### src/logic/io_master_map.vh
// Offsets, fields, function codes and timing counts of the I/O master.
// Included by the I/O master design files; definitions only.
`ifndef IO_MASTER_MAP_VH
`define IO_MASTER_MAP_VH

// APB register byte offsets
`define REG_CTRL 8'h00
`define REG_PREADDR 8'h04
`define REG_DMA_ADDR 8'h08
`define REG_DMA_COUNT 8'h0C
`define REG_CHAIN_PTR 8'h10
`define REG_IRQ_STAT 8'h14
`define REG_IRQ_CLR 8'h18
`define REG_IRQ_EN 8'h1C
`define REG_MASK 8'h20
`define REG_STATE 8'h24

// Control register fields
`define CTRL_GO 0
`define CTRL_CHAIN 1
`define CTRL_BYTE 2
`define CTRL_DIR_OUT 3
`define CTRL_PREADDR_ON 4
`define CTRL_RESET 5'h00

// Third control word of a chained set
`define CW_BYTE 0
`define CW_DIR_OUT 1
`define CW_MORE 2

// Interrupt status bits
`define IRQ_BLOCK_DONE 0
`define IRQ_CHAIN_DONE 1
`define IRQ_USER_ATTN 2
`define IRQ_W 3

// I/O instruction function codes
`define FN_WRITE 4'h0
`define FN_READ 4'h1
`define FN_CONTROL 4'h2
`define FN_STATUS 4'h3
`define FN_MASK 4'h4
`define FN_PREADDR 4'h5
`define FN_PREADDR_OFF 4'h6

// Words moved per chained control set fetch
`define CW_COUNT 2'h3

// Pacing of DMA items: 700,000 words per second at 40 MHz
`define CLK_KHZ 40000
`define DMA_WORDS_PER_SEC 700000
`define DMA_ITEM_CYC ((`CLK_KHZ * 1000) / `DMA_WORDS_PER_SEC)

`endif

### src/logic/io_master.v
// I/O master: backplane instruction decode, interrupt chain, chained DMA.
// Assumes backplane signals are synchronous to clk; user pins are not.
//
// Notes on behaviour
// - Own select code comes only from the switches, never slot position.
// - Preaddressed card is selected; select bits then address card functions.
// - Preaddressing off: instruction select bits decide if user circuit addressed.
// - Interrupt priority follows chain position; nearer processor wins.
// - Mask register blocks chosen interfaces; cleared bits stay free to interrupt.
// - DMA moves whole block silently; one interrupt at block end.
// - Chained mode: no interrupt at block end; fetch next set, restart.
// - Chaining repeats while further control word sets remain.
// - Byte mode packs bytes into words on input, unpacks on output.
// - DMA sustains up to 700,000 words per second.
// - Card decodes I/O instructions and gives user ready-made strobes.
//
// The APB register port and the placing of the registers were left to the implementer.
`timescale 1ns/1ps
`include "io_master_map.vh"

module io_master (
  input wire clk, // 40 MHz clock
  input wire nrst, // Synchronous reset, active low
  input wire psel, // APB select
  input wire penable, // APB enable
  input wire pwrite, // APB write
  input wire [7:0] paddr, // APB byte address
  input wire [31:0] pwdata, // APB write data
  output reg [31:0] prdata, // APB read data
  output reg pready, // APB ready
  output reg pslverr, // APB error on unmapped address
  output reg irq, // Local interrupt, level
  input wire [5:0] sc_switch, // Select code switches (pins)
  input wire ioi_valid, // Backplane I/O instruction strobe
  input wire [5:0] ioi_sc, // Instruction select code bits
  input wire [3:0] ioi_fn, // Instruction function
  input wire [15:0] ioi_wdata, // Instruction data to card
  output reg ioi_ack, // Instruction accepted pulse
  output reg [15:0] ioi_rdata, // Instruction data from card
  input wire pri_in, // Priority chain in, high when free
  output reg pri_out, // Priority chain out to farther cards
  output reg bp_irq, // Backplane interrupt request
  output reg mem_req, // Memory cycle request
  output reg mem_we, // Memory cycle is a write
  output reg [15:0] mem_addr, // Memory word address
  output reg [15:0] mem_wdata, // Memory write data
  input wire mem_gnt, // Memory cycle done pulse
  input wire [15:0] mem_rdata, // Memory read data, valid with grant
  input wire user_dreq, // User item ready (pin level)
  input wire user_attn, // User attention request (pin level)
  input wire [15:0] user_rdata, // User data to card (pins)
  output reg [5:0] user_addr, // Function address to user
  output reg [15:0] user_wdata, // Data to user
  output reg user_wr, // Write strobe to user
  output reg user_rd, // Read strobe to user
  output reg user_ctl, // Control strobe to user
  output reg user_dack // DMA item taken from user
);

  localparam S_IDLE = 3'h0;
  localparam S_FETCH = 3'h1;
  localparam S_BEGIN = 3'h2;
  localparam S_WAIT = 3'h3;
  localparam S_MRD = 3'h4;
  localparam S_MWR = 3'h5;
  localparam S_END = 3'h6;
  // Full-width copy first so the pacing count is narrowed on purpose
  localparam [31:0] ITEM_CYC_W = `DMA_ITEM_CYC;
  localparam [6:0] ITEM_CYC = ITEM_CYC_W[6:0];

  wire [5:0] sc_s;
  wire dreq_s;
  wire attn_s;
  wire [15:0] urd_s;
  reg dreq_d1_q;
  reg attn_d1_q;
  reg [4:0] ctrl_q;
  reg [5:0] preaddr_q;
  reg [15:0] reg_addr_q;
  reg [15:0] reg_count_q;
  reg [15:0] reg_ptr_q;
  reg [`IRQ_W-1:0] stat_q;
  reg [`IRQ_W-1:0] en_q;
  reg [15:0] mask_q;
  reg [2:0] state_q;
  reg [15:0] addr_q;
  reg [15:0] cnt_q;
  reg [15:0] ptr_q;
  reg [15:0] pack_q;
  reg byte_q;
  reg dir_q;
  reg more_q;
  reg bsel_q;
  reg [1:0] fidx_q;
  reg [6:0] pace_q;
  reg [`IRQ_W-1:0] ev_d;
  reg [31:0] rd_d;
  reg map_d;

  // Switches and user pins cross into the clock domain here
  sync2 #(.W(24)) u_sync (
    .clk(clk),
    .nrst(nrst),
    .d({sc_switch, user_dreq, user_attn, user_rdata}),
    .q({sc_s, dreq_s, attn_s, urd_s})
  );

  wire dreq_rise = dreq_s & ~dreq_d1_q;
  wire attn_rise = attn_s & ~attn_d1_q;
  wire apb_acc = psel & penable & pready;
  wire busy = (state_q != S_IDLE);
  wire pre_on = ctrl_q[`CTRL_PREADDR_ON];
  // Address only ever compared against the switches, not slot wiring
  wire card_hit = pre_on ? (preaddr_q == sc_s)
                         : (ioi_sc == sc_s);
  wire global_fn = (ioi_fn == `FN_MASK) || (ioi_fn == `FN_PREADDR) ||
                   (ioi_fn == `FN_PREADDR_OFF);
  wire ioi_take = ioi_valid & (card_hit | global_fn);
  wire pace_ok = (pace_q == 7'h00);
  wire item_go = (state_q == S_WAIT) & dreq_rise & pace_ok;
  wire own_masked = mask_q[sc_s[3:0]];
  wire irq_pend = |(stat_q & en_q);

  // APB read mux and decode of mapped offsets
  always @* begin
    rd_d = 32'h00000000;
    map_d = 1'b1;
    case (paddr)
      `REG_CTRL: rd_d = {27'h0000000, ctrl_q};
      `REG_PREADDR: rd_d = {26'h0000000, preaddr_q};
      `REG_DMA_ADDR: rd_d = {16'h0000, reg_addr_q};
      `REG_DMA_COUNT: rd_d = {16'h0000, reg_count_q};
      `REG_CHAIN_PTR: rd_d = {16'h0000, reg_ptr_q};
      `REG_IRQ_STAT: rd_d = {29'h00000000, stat_q};
      `REG_IRQ_CLR: rd_d = 32'h00000000;
      `REG_IRQ_EN: rd_d = {29'h00000000, en_q};
      `REG_MASK: rd_d = {16'h0000, mask_q};
      `REG_STATE: rd_d = {cnt_q, 11'h000,
                          card_hit, bsel_q, state_q};
      default: map_d = 1'b0;
    endcase
  end

  // Zero-wait slave: ready in the access cycle, data captured in setup
  always @(posedge clk) begin
    if (!nrst) begin
      pready <= 1'b0;
      pslverr <= 1'b0;
      prdata <= 32'h00000000;
    end else begin
      pready <= psel & ~penable;
      pslverr <= psel & ~penable & ~map_d;
      if (psel & ~penable) begin
        prdata <= pwrite ? 32'h00000000 : rd_d;
      end
    end
  end

  // Events that set sticky status bits
  always @* begin
    ev_d = {`IRQ_W{1'b0}};
    ev_d[`IRQ_USER_ATTN] = attn_rise;
    if (state_q == S_END && !(ctrl_q[`CTRL_CHAIN] && more_q)) begin
      if (ctrl_q[`CTRL_CHAIN]) begin
        ev_d[`IRQ_CHAIN_DONE] = 1'b1;
      end else begin
        ev_d[`IRQ_BLOCK_DONE] = 1'b1;
      end
    end
  end

  // Software registers; a new event wins over a same-cycle clear
  always @(posedge clk) begin
    if (!nrst) begin
      ctrl_q <= `CTRL_RESET;
      preaddr_q <= 6'h00;
      reg_addr_q <= 16'h0000;
      reg_count_q <= 16'h0000;
      reg_ptr_q <= 16'h0000;
      en_q <= {`IRQ_W{1'b0}};
      stat_q <= {`IRQ_W{1'b0}};
      mask_q <= 16'h0000;
    end else begin
      if (apb_acc && pwrite && paddr == `REG_CTRL) begin
        ctrl_q <= {pwdata[4:1], 1'b0}; // Go bit never stored
      end
      if (apb_acc && pwrite && paddr == `REG_DMA_ADDR) begin
        reg_addr_q <= pwdata[15:0];
      end
      if (apb_acc && pwrite && paddr == `REG_DMA_COUNT) begin
        reg_count_q <= pwdata[15:0];
      end
      if (apb_acc && pwrite && paddr == `REG_CHAIN_PTR) begin
        reg_ptr_q <= pwdata[15:0];
      end
      if (apb_acc && pwrite && paddr == `REG_IRQ_EN) begin
        en_q <= pwdata[`IRQ_W-1:0];
      end
      if (apb_acc && pwrite && paddr == `REG_IRQ_CLR) begin
        stat_q <= (stat_q & ~pwdata[`IRQ_W-1:0]) | ev_d;
      end else begin
        stat_q <= stat_q | ev_d;
      end
      // Preaddress register loaded by software over either path
      if (apb_acc && pwrite && paddr == `REG_PREADDR) begin
        preaddr_q <= pwdata[5:0];
      end else if (ioi_valid && ioi_fn == `FN_PREADDR) begin
        preaddr_q <= ioi_wdata[5:0];
      end
      if (ioi_valid && ioi_fn == `FN_PREADDR_OFF) begin
        ctrl_q[`CTRL_PREADDR_ON] <= 1'b0;
      end else if (ioi_valid && ioi_fn == `FN_PREADDR) begin
        ctrl_q[`CTRL_PREADDR_ON] <= 1'b1;
      end
      // Mask word is broadcast to every card; bit set blocks that card
      if (apb_acc && pwrite && paddr == `REG_MASK) begin
        mask_q <= pwdata[15:0];
      end else if (ioi_valid && ioi_fn == `FN_MASK) begin
        mask_q <= ioi_wdata;
      end
    end
  end

  // Instruction execution turned into user strobes
  always @(posedge clk) begin
    if (!nrst) begin
      ioi_ack <= 1'b0;
      ioi_rdata <= 16'h0000;
      user_addr <= 6'h00;
      user_rd <= 1'b0;
      user_ctl <= 1'b0;
    end else begin
      ioi_ack <= ioi_take;
      user_rd <= 1'b0;
      user_ctl <= 1'b0;
      if (ioi_take && !global_fn) begin
        // Preaddressed: select bits name a function on the card
        user_addr <= pre_on ? ioi_sc : 6'h00;
        case (ioi_fn)
          `FN_READ: begin
            ioi_rdata <= urd_s;
            user_rd <= 1'b1;
          end
          `FN_CONTROL: begin
            user_ctl <= 1'b1;
          end
          `FN_STATUS: begin
            ioi_rdata <= {13'h0000, stat_q};
          end
          default: begin
            ioi_rdata <= ioi_rdata;
          end
        endcase
      end
    end
  end

  // Priority chain: a pending unmasked request here blocks all farther cards
  always @(posedge clk) begin
    if (!nrst) begin
      pri_out <= 1'b0;
      bp_irq <= 1'b0;
      irq <= 1'b0;
    end else begin
      pri_out <= pri_in & ~(irq_pend & ~own_masked);
      bp_irq <= pri_in & irq_pend & ~own_masked;
      irq <= irq_pend;
    end
  end

  // DMA engine; data path, user_wr and user_dack share one process
  always @(posedge clk) begin
    if (!nrst) begin
      state_q <= S_IDLE;
      addr_q <= 16'h0000;
      cnt_q <= 16'h0000;
      ptr_q <= 16'h0000;
      pack_q <= 16'h0000;
      byte_q <= 1'b0;
      dir_q <= 1'b0;
      more_q <= 1'b0;
      bsel_q <= 1'b0;
      fidx_q <= 2'h0;
      pace_q <= 7'h00;
      dreq_d1_q <= 1'b0;
      attn_d1_q <= 1'b0;
      mem_req <= 1'b0;
      mem_we <= 1'b0;
      mem_addr <= 16'h0000;
      mem_wdata <= 16'h0000;
      user_wdata <= 16'h0000;
      user_wr <= 1'b0;
      user_dack <= 1'b0;
    end else begin
      dreq_d1_q <= dreq_s;
      attn_d1_q <= attn_s;
      user_wr <= 1'b0;
      user_dack <= 1'b0;
      if (ioi_take && ioi_fn == `FN_WRITE) begin
        user_wdata <= ioi_wdata;
        user_wr <= 1'b1;
      end
      // Spacing of one item per 57 clocks keeps above 700k words/s
      if (item_go) begin
        pace_q <= ITEM_CYC - 7'h01;
      end else if (!pace_ok) begin
        pace_q <= pace_q - 7'h01;
      end
      case (state_q)
        S_IDLE: begin
          bsel_q <= 1'b0;
          if (apb_acc && pwrite && paddr == `REG_CTRL &&
              pwdata[`CTRL_GO]) begin
            if (pwdata[`CTRL_CHAIN]) begin
              ptr_q <= reg_ptr_q;
              fidx_q <= 2'h0;
              state_q <= S_FETCH;
            end else begin
              addr_q <= reg_addr_q;
              cnt_q <= reg_count_q;
              byte_q <= pwdata[`CTRL_BYTE];
              dir_q <= pwdata[`CTRL_DIR_OUT];
              more_q <= 1'b0;
              state_q <= S_BEGIN;
            end
          end
        end
        S_FETCH: begin
          // Three control words: address, count, flags
          if (!mem_req) begin
            mem_req <= 1'b1;
            mem_we <= 1'b0;
            mem_addr <= ptr_q;
          end else if (mem_gnt) begin
            mem_req <= 1'b0;
            ptr_q <= ptr_q + 16'h0001;
            fidx_q <= fidx_q + 2'h1;
            case (fidx_q)
              2'h0: addr_q <= mem_rdata;
              2'h1: cnt_q <= mem_rdata;
              default: begin
                byte_q <= mem_rdata[`CW_BYTE];
                dir_q <= mem_rdata[`CW_DIR_OUT];
                more_q <= mem_rdata[`CW_MORE];
              end
            endcase
            if (fidx_q == `CW_COUNT - 2'h1) begin
              state_q <= S_BEGIN;
            end
          end
        end
        S_BEGIN: begin
          bsel_q <= 1'b0;
          if (cnt_q == 16'h0000) begin
            state_q <= S_END;
          end else if (dir_q) begin
            state_q <= S_MRD;
          end else begin
            state_q <= S_WAIT;
          end
        end
        S_MRD: begin
          if (!mem_req) begin
            mem_req <= 1'b1;
            mem_we <= 1'b0;
            mem_addr <= addr_q;
          end else if (mem_gnt) begin
            mem_req <= 1'b0;
            pack_q <= mem_rdata;
            addr_q <= addr_q + 16'h0001;
            state_q <= S_WAIT;
          end
        end
        S_WAIT: begin
          // No interrupt per item, only strobes to the user side
          if (item_go) begin
            cnt_q <= cnt_q - 16'h0001;
            if (dir_q) begin
              user_wr <= 1'b1;
              if (byte_q) begin
                user_wdata <= {8'h00, bsel_q ? pack_q[15:8]
                                             : pack_q[7:0]};
              end else begin
                user_wdata <= pack_q;
              end
              if (cnt_q == 16'h0001) begin
                state_q <= S_END;
              end else if (byte_q && !bsel_q) begin
                bsel_q <= 1'b1;
              end else begin
                bsel_q <= 1'b0;
                state_q <= S_MRD;
              end
            end else begin
              user_dack <= 1'b1;
              if (!byte_q) begin
                pack_q <= urd_s;
                state_q <= S_MWR;
              end else if (!bsel_q) begin
                // Odd final byte goes out with a zero high byte
                pack_q <= {8'h00, urd_s[7:0]};
                bsel_q <= 1'b1;
                if (cnt_q == 16'h0001) begin
                  state_q <= S_MWR;
                end
              end else begin
                pack_q[15:8] <= urd_s[7:0];
                state_q <= S_MWR;
              end
            end
          end
        end
        S_MWR: begin
          if (!mem_req) begin
            mem_req <= 1'b1;
            mem_we <= 1'b1;
            mem_addr <= addr_q;
            mem_wdata <= pack_q;
          end else if (mem_gnt) begin
            mem_req <= 1'b0;
            mem_we <= 1'b0;
            bsel_q <= 1'b0;
            addr_q <= addr_q + 16'h0001;
            state_q <= (cnt_q == 16'h0000) ? S_END : S_WAIT;
          end
        end
        S_END: begin
          // Chained block end fetches the next set instead of interrupting
          if (ctrl_q[`CTRL_CHAIN] && more_q) begin
            fidx_q <= 2'h0;
            state_q <= S_FETCH;
          end else begin
            state_q <= S_IDLE;
          end
        end
        default: begin
          state_q <= S_IDLE;
        end
      endcase
    end
  end

endmodule

### src/logic/sync2.v
// Two flip-flop synchroniser for a group of pin levels.
// Assumes each bit is a level that stays put for several clocks.
`timescale 1ns/1ps

module sync2 #(
  parameter W = 1
) (
  input wire clk, // System clock
  input wire nrst, // Synchronous reset, active low
  input wire [W-1:0] d, // Asynchronous level inputs
  output reg [W-1:0] q // Synchronised levels
);

  reg [W-1:0] meta_q;

  // First stage feeds only the second stage
  always @(posedge clk) begin
    if (!nrst) begin
      meta_q <= {W{1'b0}};
      q <= {W{1'b0}};
    end else begin
      meta_q <= d;
      q <= meta_q;
    end
  end

endmodule

### config.mk
export PLATFORM = sky130hd
export DESIGN_NAME = io_master
export DESIGN_NICKNAME = d
export VERILOG_FILES = /design/src/logic/io_master.v /design/src/logic/sync2.v
export VERILOG_INCLUDE_DIRS = /design/src /design/src/logic
export SDC_FILE = /design/constraint.sdc
export NUM_CORES = 1
export LEC_CHECK = 0
export ABC_AREA = 1
export CORE_ASPECT_RATIO = 1.5
export CORE_MARGIN = 2
export CORE_UTILIZATION = 50
export DETAILED_ROUTE_END_ITERATION = 6
export DONT_BUFFER_PORTS = 1
export RECOVER_POWER = 50
export SYNTH_ARGS = -nofsm -noshare
export SYNTH_HDL_FRONTEND = slang
export SYNTH_SLANG_ARGS = --single-unit
### constraint.sdc
create_clock -name clk -period 2 [get_ports clk]
set_input_delay 0 -clock clk [delete_from_list [all_inputs] [get_ports clk]]
set_output_delay 0 -clock clk [all_outputs]
set_load 0.05 [all_outputs]
**Word level (Yosys, flattened, before mapping)**

Index checks and enable logic that the tools add are counted.

- Add/sub/neg operators: 5
- $mul: 0
- Div/mod/pow operators: 0
- Order comparisons: 1
- Equality and inequality tests: 54
- Shifts and indexed selects: 0
- Mux-type cells: 122
- Bitwise gates (word level): 27
- Reduce and logical (&&, ||, !) cells: 65

Operators by type and width:

| operator | count |
|---|---|
| $mux W16 | 31 |
| $pmux W32 S9 | 1 |
| $pmux W16 S2 | 4 |
| $pmux W16 S3 | 2 |
| $mux W3 | 19 |
| $mux W1 | 40 |
| $add A16 B1 Y16 const B | 2 |
| $eq A8 B5 Y1 const B | 4 |
| $mux W32 | 1 |
| $ne A2 B2 Y1 const B | 16 |
| $mux W6 | 5 |
| $mux W8 | 3 |
| $reduce_and A6 Y1 | 4 |
| $pmux W3 S7 | 1 |
| $logic_and A1 B1 Y1 | 18 |
| $eq A16 B1 Y1 const B | 1 |
| $eq A8 B4 Y1 const B | 2 |
| $eq A8 B6 Y1 const B | 2 |
| $logic_not A16 Y1 | 1 |
| $reduce_bool A2 Y1 | 8 |
| $sub A16 B1 Y16 const B | 1 |
| $mux W2 | 7 |
| $and A1 B1 Y1 | 13 |
| $eq A4 B3 Y1 const B | 3 |
| 43 further kinds | 85 |

- Register bits after elaboration: 324
- Latch bits: 0
- RAM bits: 0
- Bits in read-only memories: 0
- Input port bits: 114
- Output and inout port bits: 114
- Word-level logic and storage cells: 318
- Memories kept: 0

**Depth between registers and ports, before layout**

Gate-level depths: netlist of the first run.

- Word-level depth: 10
- Gate-level depth with buffers: 13

**Hierarchy**

Synthesis of the first run repeated with hierarchy kept, for this count alone.

- Cell total of the unflattened synthesis: 2308
- Area, all modules: 15357.2 um2

Modules (own cells, without submodules):

| module | times used | cells each | area an instance (um2) | seq. area each (um2) |
|---|---|---|---|---|
| io_master | 1 | 2159 | 13995.9 | 5525.3 |
| sync2 | 1 | 149 | 1361.3 | 960.9 |

**Worst setup path after synthesis of the first run**

Ideal clock, no wire load.

- Kind: register to register
- From: register pready
- To: register addr_q[13]
- Arrival: 1884 ps
- Required time: 1883 ps
- Slack: -1 ps
- Cell stages (with the launch flop): 9
- Cell sequence: dfxtp_1 -> nand3_1 -> nor2_2 -> nand2_4 -> o21ai_4 -> nand3_4 -> buf_4 -> nor3_1 -> nor2_1

- Word-level cells in the longest chain between the ends: 6

Ends and longest elaborated chain:

| item | line | text |
|---|---|---|
| start: declaration | io_master.v:30 | `output reg pready,` |
| start signal: assignment | io_master.v:151 | `pready <= psel & ~penable;` |
| $and A1 B1 Y1 | io_master.v:110 | `wire apb_acc = psel & penable & pready;` |
| $logic_and A1 B1 Y1 | io_master.v:312 | `` if (apb_acc && pwrite && paddr == `REG_CTRL && `` |
| $logic_and A1 B1 Y1 (no line) | - |  |
| $logic_and A1 B1 Y1 | io_master.v:312 |  |
| $ne A2 B2 Y1 (no line) | - |  |
| $reduce_and A8 Y1 (no line) | - |  |
| end signal: assignment | io_master.v:319 | `addr_q <= reg_addr_q;` |
| end signal: assignment | io_master.v:339 | `2'h0: addr_q <= mem_rdata;` |
| end signal: assignment | io_master.v:370 | `addr_q <= addr_q + 16'h0001;` |
| end: declaration | io_master.v:86 | `reg [15:0] addr_q;` |

No other way between the ends.
A chain may end at the register's enable or synchronous reset.

**Final worst setup path of the first run**

- From: register pready
- To: register mask_q[11]

- Word-level cells in the longest chain between the ends: 4
- Elaborated cells on any way between the ends: 5
- Those cells by class: mux: 1; bitwise: 1; reduce/logical: 3

Ends and longest elaborated chain:

| item | line | text |
|---|---|---|
| $and A1 B1 Y1 * | io_master.v:110 |  |
| $logic_and A1 B1 Y1 * | io_master.v:216 | `` if (apb_acc && pwrite && paddr == `REG_MASK) begin `` |
| $logic_and A1 B1 Y1 (no line) * | - |  |
| $mux W16 / $reduce_bool A2 Y1 (equally long branches) | - |  |
| end signal: assignment | io_master.v:217 | `mask_q <= pwdata[15:0];` |
| end signal: assignment | io_master.v:219 | `mask_q <= ioi_wdata;` |
| end: declaration | io_master.v:84 | `reg [15:0] mask_q;` |

Mark *: on every way between the ends. The rest lies on a longest branch, timed or not.

==> results of run 1 <==
-- worst paths after layout --
kind                   startpoint                    endpoint  cells after the start
max reg2reg     pready$_SDFF_PN0_     mask_q[11]$_SDFFE_PN0P_                      8
max             pready$_SDFF_PN0_     mask_q[11]$_SDFFE_PN0P_                      8
min                          nrst  mem_wdata[11]$_SDFFE_PN0P_                      2
min reg2reg  attn_d1_q$_SDFF_PN0_        stat_q[2]$_SDFF_PN0_                      1
-- kinds of logic after synthesis --
group           synth area share [%]
compound gates                  17.1
flops                           42.0
fa+ha+maj                      0.810
buf+inv                         9.34
simple gates                    30.4
xor+xnor                       0.453
-- layout by cell type, fill, tap and decap left out, drive strengths merged, types with 2 or more instances in the layout --
cell and instances:
o22ai 2, nand4 16, nor2 325, nand2 590, nand3 164, nor2b 2, buf 72, a21boi 17
clkinvlp 2, xor2 5, o2111ai 10, a21oi 160, xnor2 3, o221ai 8, a211oi 3, ha 10
nor3 24, o211ai 6, clkinv 7, dfxtp 324, nand3b 3, o31ai 3, a31oi 29, bufinv 4
clkbuf 106, or2 4, o21ai 245, dlygate4sd3 153, inv 254
-- stage by stage --
step | utilization, % | hold WS [ns] | instances | power, mW | instance area (sq um)
finish | 62.8 | -0.382 | 2956 | 19.9 | 19100
CTS | 63.0 | -0.405 | 2945 | 19.8 | 19100
floorplan | - | 0.0976 | 2322 | 11.4 | 15500
detailed placement | 54.2 | 0.0830 | 2734 | 13.0 | 16400
global route | 62.8 | -0.404 | 2956 | 20.9 | 19100
global placement | 54.2 | 0.0839 | 2734 | 13.0 | 16400
-- layout make-up --
| cell class | instances | area (sq um) |
|---|---|---|
| fill | 2926 | 11300 |
| multi-input combinational | 1634 | 7600 |
| sequential | 324 | 6490 |
| timing repair buffer | 283 | 2350 |
| clock buffer | 48 | 975 |
| inverter | 255 | 966 |
| tap | 400 | 500 |
| clock inverter | 11 | 163 |
| timing repair inverter | 1 | 7.51 |
-- power by group through the flow --
stage | combinational, mW | clock (mW) | sequential (mW)
2_1_floorplan | 3.26 | 0 | 8.18
3_3_place_gp | 5.27 | 0 | 7.69
3_5_place_dp | 5.32 | 0 | 7.70
4_1_cts | 5.59 | 6.69 | 7.56
5_1_grt | 6.34 | 6.93 | 7.63
6_report | 5.74 | 6.58 | 7.58
-- what timing repair did --
item,4_1_cts,5_1_grt
endpoints found under the setup margin,0,76
hold buffers,152,1
setup buffers,0,8
endpoints found under the hold margin,296,174
resized for setup,0,26
-- synthesized netlist by cell type, drive strengths merged --
cell type	number
o21a	1
o311ai	1
nor2	325
nand3	163
nand2	590
o211ai	6
nor2b	2
a31oi	29
nor4	1
o21ai	245
o2111ai	10
clkinv	1
dfxtp	324
o22ai	2
clkbuf	74
xnor2	3
a211oi	3
o31ai	3
nor3	24
a21oi	160
o221ai	8
nand3b	3
and3	1
ha	10
or2	4
a21boi	17
a311oi	1
buf	36
xor2	5
inv	254
nand4	16
-- worst max-delay path, delay by kind of cell, from the launching register on --
kind / cells / cell delay [ns]
buffers and inverters: 3 / 0.93
and+or+nand+nor: 4 / 0.51
DFF: 1 / 0.33
AOI/OAI and AO/OA: 1 / 0.08
-- layer usage --
| layer | vias up | part of all wire [%] |
|---|---|---|
| li1 | 7923 | - |
| met2 | 600 | 50 |
| met1 | 7494 | 37 |
| met3 | 157 | 5.4 |
| met4 | 0 | 7.1 |
| met5 | - | 0 |
==> qor.txt, run 1 <==
Status: finished with violations
Failing checks: negative hold slack
Vias in the first global route: 15500
Largest net degree at the start of global routing: 239
Internal power: 12.8 mW
CORE AREA: 30400 sq um
Io pins: 228
Hold slack: -0.382 ns
Initial Utilization: 50.9%
Endpoint class of the critical path: flip-flop
GRT Util Overall: 34.3%
Final hold violations: 174
Clock root buffer: clkbuf_16
Most flop-heavy register: prdata
Grt met2 use: 62.1%
Sequential Power Share: 38.1%
Most used routing layer: met2
Share of the synthesized area in the top cell type: 42.0%
Synth top area cells: dfxtp_1 42%, nand2_1 14%, o21ai_0 7.9%, nor2_1 7.6%, inv_1 5.9%
H-tree levels: 2
Full die area: 32400 sq um
Via count: 16200
Maximum VDD drop: 0.886 mV
GR Util met3: 4.53%
Top flop regs: prdata: 32 flops, u_sync.meta_q: 24 flops, u_sync.q: 24 flops
Synth Register Bits: 324
Final WL: 57200 um
Slew headroom: 33.5%
Worst skew pair latency: 0.52 ns
P_sw: 7.08 mW
Share of layout cells above drive strength 1: 7.32%
PwrDens: 1040 nW/um^2
Comb pwr share: 28.8%
Crit path kind: reg2reg
Syn_area_per_cell: 6.66 sq um
Yosys top cell by area: dfxtp_1
Worst-path fanout max: 13
Max reg flops: 32
Initial antenna violation count: 0
Tcrit/Tclk final: 98.3%
Num rows: 78
Clk_skew: 0.0162 ns
Fin. max-slew vios: 0
Global-route wire length before repair: 86100 um
TritonCTS clock tree: done
IO Port Bufs: 0
Routed Antenna Nets: 0
Min-Delay Path Class: in2reg
DR iter-0 viols: 1117
RSZ-0062 raised after global routing: true
Required time of the critical path: 2.40 ns
Clock network power share: 33.1%
Crit-path most repeated cell: nand3_1
Distinct cells, synth: 50
Leakage power: 8.14 nW
DRC viols: 0
Met1 Use GR: 37.7%
Reg2reg setup slack: 0.03 ns
Final worst path period need: 1.97 ns
CTS buffer count: 34
Crit path DAT: 2.36 ns
Crit-path cells: nand3_1 -> nor2_4 -> buf_4 -> nand2_1 -> buf_6 -> nand3_1 -> dlygate4sd3_1 -> a31oi_1
Slew @ Worst Pin: 0.995 ns
ANT cells: 0
Setup TNS: 0 ns
Setup Viol. Count Final: 0
Largest buffer count on any clock path: 3
Die X-Extent: 148 um
Biggest cell delay along the critical path: 0.56 ns
Synth Warn #: 0
Sw frac: 35.6%
First drt pass iteration count: 7
CP Launch Type: flip-flop
Syn_nets: 2446
Via-to-Cell Ratio: 5.47
Register area share after synthesis: 42.0%
Slowest CP cell: dlygate4sd3_1
CTS Sinks: 324
DIE HEIGHT: 219 um
Wire length per cell: 19.4 um
Mapped Area: 15500 sq um
Pre-CTS setup slack: 0.0869 ns
Fin nets: 2657
RD Place Congestion: 0.961
Layout area overhead: 23.3%
FMAX: 509 MHz
Syn Inst Count: 2322
Clk slew on worst S/H paths: 0.06 ns
Max Cap Violations: 0
Final WS setup: 0.0341 ns
Grt ovf: 0
DP HPWL: 40600 um
Power figures use the tool's default switching activity.
==> inputs of run 2 (changes only) <==
==> constraint.sdc (replaced) <==
create_clock -name clk -period 2 [get_ports clk]
set_input_delay 0.1 -clock clk [delete_from_list [all_inputs] [get_ports clk]]
set_output_delay 0.1 -clock clk [all_outputs]
set_load 0.05 [all_outputs]
==> run 2 against run 1 <==
Compared with the run above: the flow still finishes with violations (negative hold slack); die area is the same; sequential power hardly changed; sequential cell count stayed put; clock power fell by 4.4%; highest routed layer unchanged.
==> qor.txt, run 2 (same netlist as run 1, synthesis figures left out) <==
Most flop-heavy register: prdata
Status: finished with violations
Fin. max-slew vios: 0 (unchanged)
Clock root buffer: clkbuf_16
Via-to-Cell Ratio: 5.48 (about the same)
Crit path DAT: 2.39 ns (+0.03 ns)
CTS buffer count: 31 (-8.8%)
Wire length per cell: 19.4 um (+0.17%)
DR iter-0 viols: 1085 (-2.9%)
Clk_skew: 0.0148 ns (-0.00144 ns)
CTS Sinks: 324 (unchanged)
RR Endpoint: pace_q[0]$_SDFFE_PP0N_
Final hold violations: 174 (unchanged)
H-tree levels: 1 (-1)
Routed Antenna Nets: 0 (unchanged)
Critical register-to-register path startpoint: state_q[1]$_SDFFE_PN0P_
PwrDens: 1030 nW/um^2 (-1.6%)
Worst skew pair latency: 0.59 ns (+0.07 ns)
Crit-path cells: nand3_2 -> nor2_1 -> nand3_2 -> buf_4 -> nand2_1 -> dlygate4sd3_1 -> a21oi_1
Max Cap Violations: 0 (unchanged)
Slew headroom: 44.8% (+11 points)
Most common cell after layout, fill and taps aside: nand2_1
Biggest cell delay along the critical path: 0.57 ns (about the same)
Maximum VDD drop: 0.796 mV (-10%)
DIE HEIGHT: 219 um (unchanged)
Grt ovf: 0 (unchanged)
Crit. Startpoint: state_q[1]$_SDFFE_PN0P_
Tcrit/Tclk final: 95.8% (-2.5 points)
Required time of the critical path: 2.48 ns (+0.08 ns)
Crit-path most repeated cell: nand3_2
Largest buffer count on any clock path: 3 (unchanged)
Top sig layer: met4
Slew @ Worst Pin: 0.828 ns (-0.167 ns)
Via count: 16200 (+0.012%)
Most frequent cells in the layout: 582 x nand2_1, 318 x dfxtp_1, 310 x nor2_1
Failing checks: negative hold slack
Reg2reg setup slack: 0.08 ns (+0.05 ns)
Share of layout cells above drive strength 1: 7.37% (+0.051 points)
RD Place Congestion: 0.954 (-0.69%)
Worst-path fanout max: 5 (-8)
Initial antenna violation count: 2 (+2)
Global-route wire length before repair: 86700 um (+0.71%)
Final worst path period need: 1.92 ns (-0.0494 ns)
Met2 WL: 29300 um (+1.6%)
Setup Viol. Count Final: 0 (unchanged)
Slowest CP cell: dlygate4sd3_1
CORE AREA: 30400 sq um (unchanged)
CP Launch Type: flip-flop
Clk slew on worst S/H paths: 0.07 ns (about the same)
Min-Delay Path Class: in2reg
Full die area: 32400 sq um (unchanged)
Worst R2R Path Depth: 7 (-1)
Met1 WL: 21300 um (-0.16%)
DP HPWL: 40600 um (about the same)
Crit path kind: reg2reg
Layout area overhead: 23.1%
FMAX: 522 MHz (+2.6%)
Hold slack: -0.355 ns (+0.0267 ns)
Initial Utilization: 50.9% (unchanged)
Largest net degree at the start of global routing: 239 (unchanged)
Num rows: 78 (unchanged)
Setup TNS: 0 ns (unchanged)
RSZ-0062 raised after global routing: false
Worst setup path endpoint: pace_q[0]$_SDFFE_PP0N_
TritonCTS clock tree: done
DRC viols: 0 (unchanged)
Vias in the first global route: 15400 (-0.55%)
Die X-Extent: 148 um (unchanged)
GRT Util Overall: 34.5% (+0.15 points)
IO Port Bufs: 0 (unchanged)
Top flop regs: prdata: 32 flops, u_sync.meta_q: 24 flops, u_sync.q: 24 flops
Final WL: 57300 um (+0.10%)
Endpoint class of the critical path: flip-flop
Io pins: 228 (unchanged)
Worst Hold Launch: nrst
First drt pass iteration count: 5 (-2)
Fin nets: 2655 (-0.075%)
Max reg flops: 32 (unchanged)
Met3 wire length: 3020 um (-2.3%)
Leakage power: 8.11 nW (-0.33%)
-- run 2: stage by stage --
step	power (mW)	std cells	util [%]	worst slack [ns]	instance area (sq um)
3_3_place_gp	13.0	2739	54.4	0.0390	16500
6_report	19.6	2954	62.7	0.0835	19000
5_1_grt	20.5	2954	62.7	0.00667	19000
4_1_cts	19.6	2946	62.9	0.0000913	19100
2_1_floorplan	11.4	2322	-	0.0578	15500
3_5_place_dp	13.1	2739	54.4	0.00755	16500
-- run 2: worst min path at each step --
| stage | to | cells after the start |
|---|---|---|
| floorplan | u_sync.meta_q[0]$_SDFF_PN0_ | 2 |
| global placement | user_rd$_SDFF_PN0_ | 1 |
| detailed placement | user_rd$_SDFF_PN0_ | 1 |
| CTS | ioi_rdata[3]$_SDFFE_PN0P_ | 2 |
| global route | ioi_rdata[14]$_SDFFE_PN0P_ | 2 |
| finish | ioi_rdata[3]$_SDFFE_PN0P_ | 2 |
-- run 2: repair_timing --
item	CTS	global route
hold buffers	153	1
setup endpoints to repair	0	105
hold endpoints to repair	320	175
resized for setup	0	31
buffers inserted	0	4
-- run 2: layout make-up --
type	count	area (sq um)
fill	2958	11300
multi-input combinational	1633	7580
sequential	324	6490
timing repair buffer	285	2410
inverter	255	966
clock buffer	39	846
tap	400	500
clock inverter	15	215
timing repair inverter	1	7.51
antenna	2	5.00
-- run 2: power breakdown --
part	switching, mW	internal (mW)
combinational	3.84	1.85
sequential	0.517	7.05
clock	2.66	3.63
-- run 2: critical path, delay by kind of cell, from the launching register on --
kind | cells | cell delay [ns]
buffers and inverters | 2 | 0.76
and+or+nand+nor | 4 | 0.55
DFF | 1 | 0.45
AOI/OAI and AO/OA | 1 | 0.05
-- run 2: layer usage --
layer / track usage (%) / vias up
met2: 62.9 / 579
met1: 38.1 / 7560
met4: 20.5 / 0
met5: 0 / -
li1: - / 7892
met3: 4.20 / 145
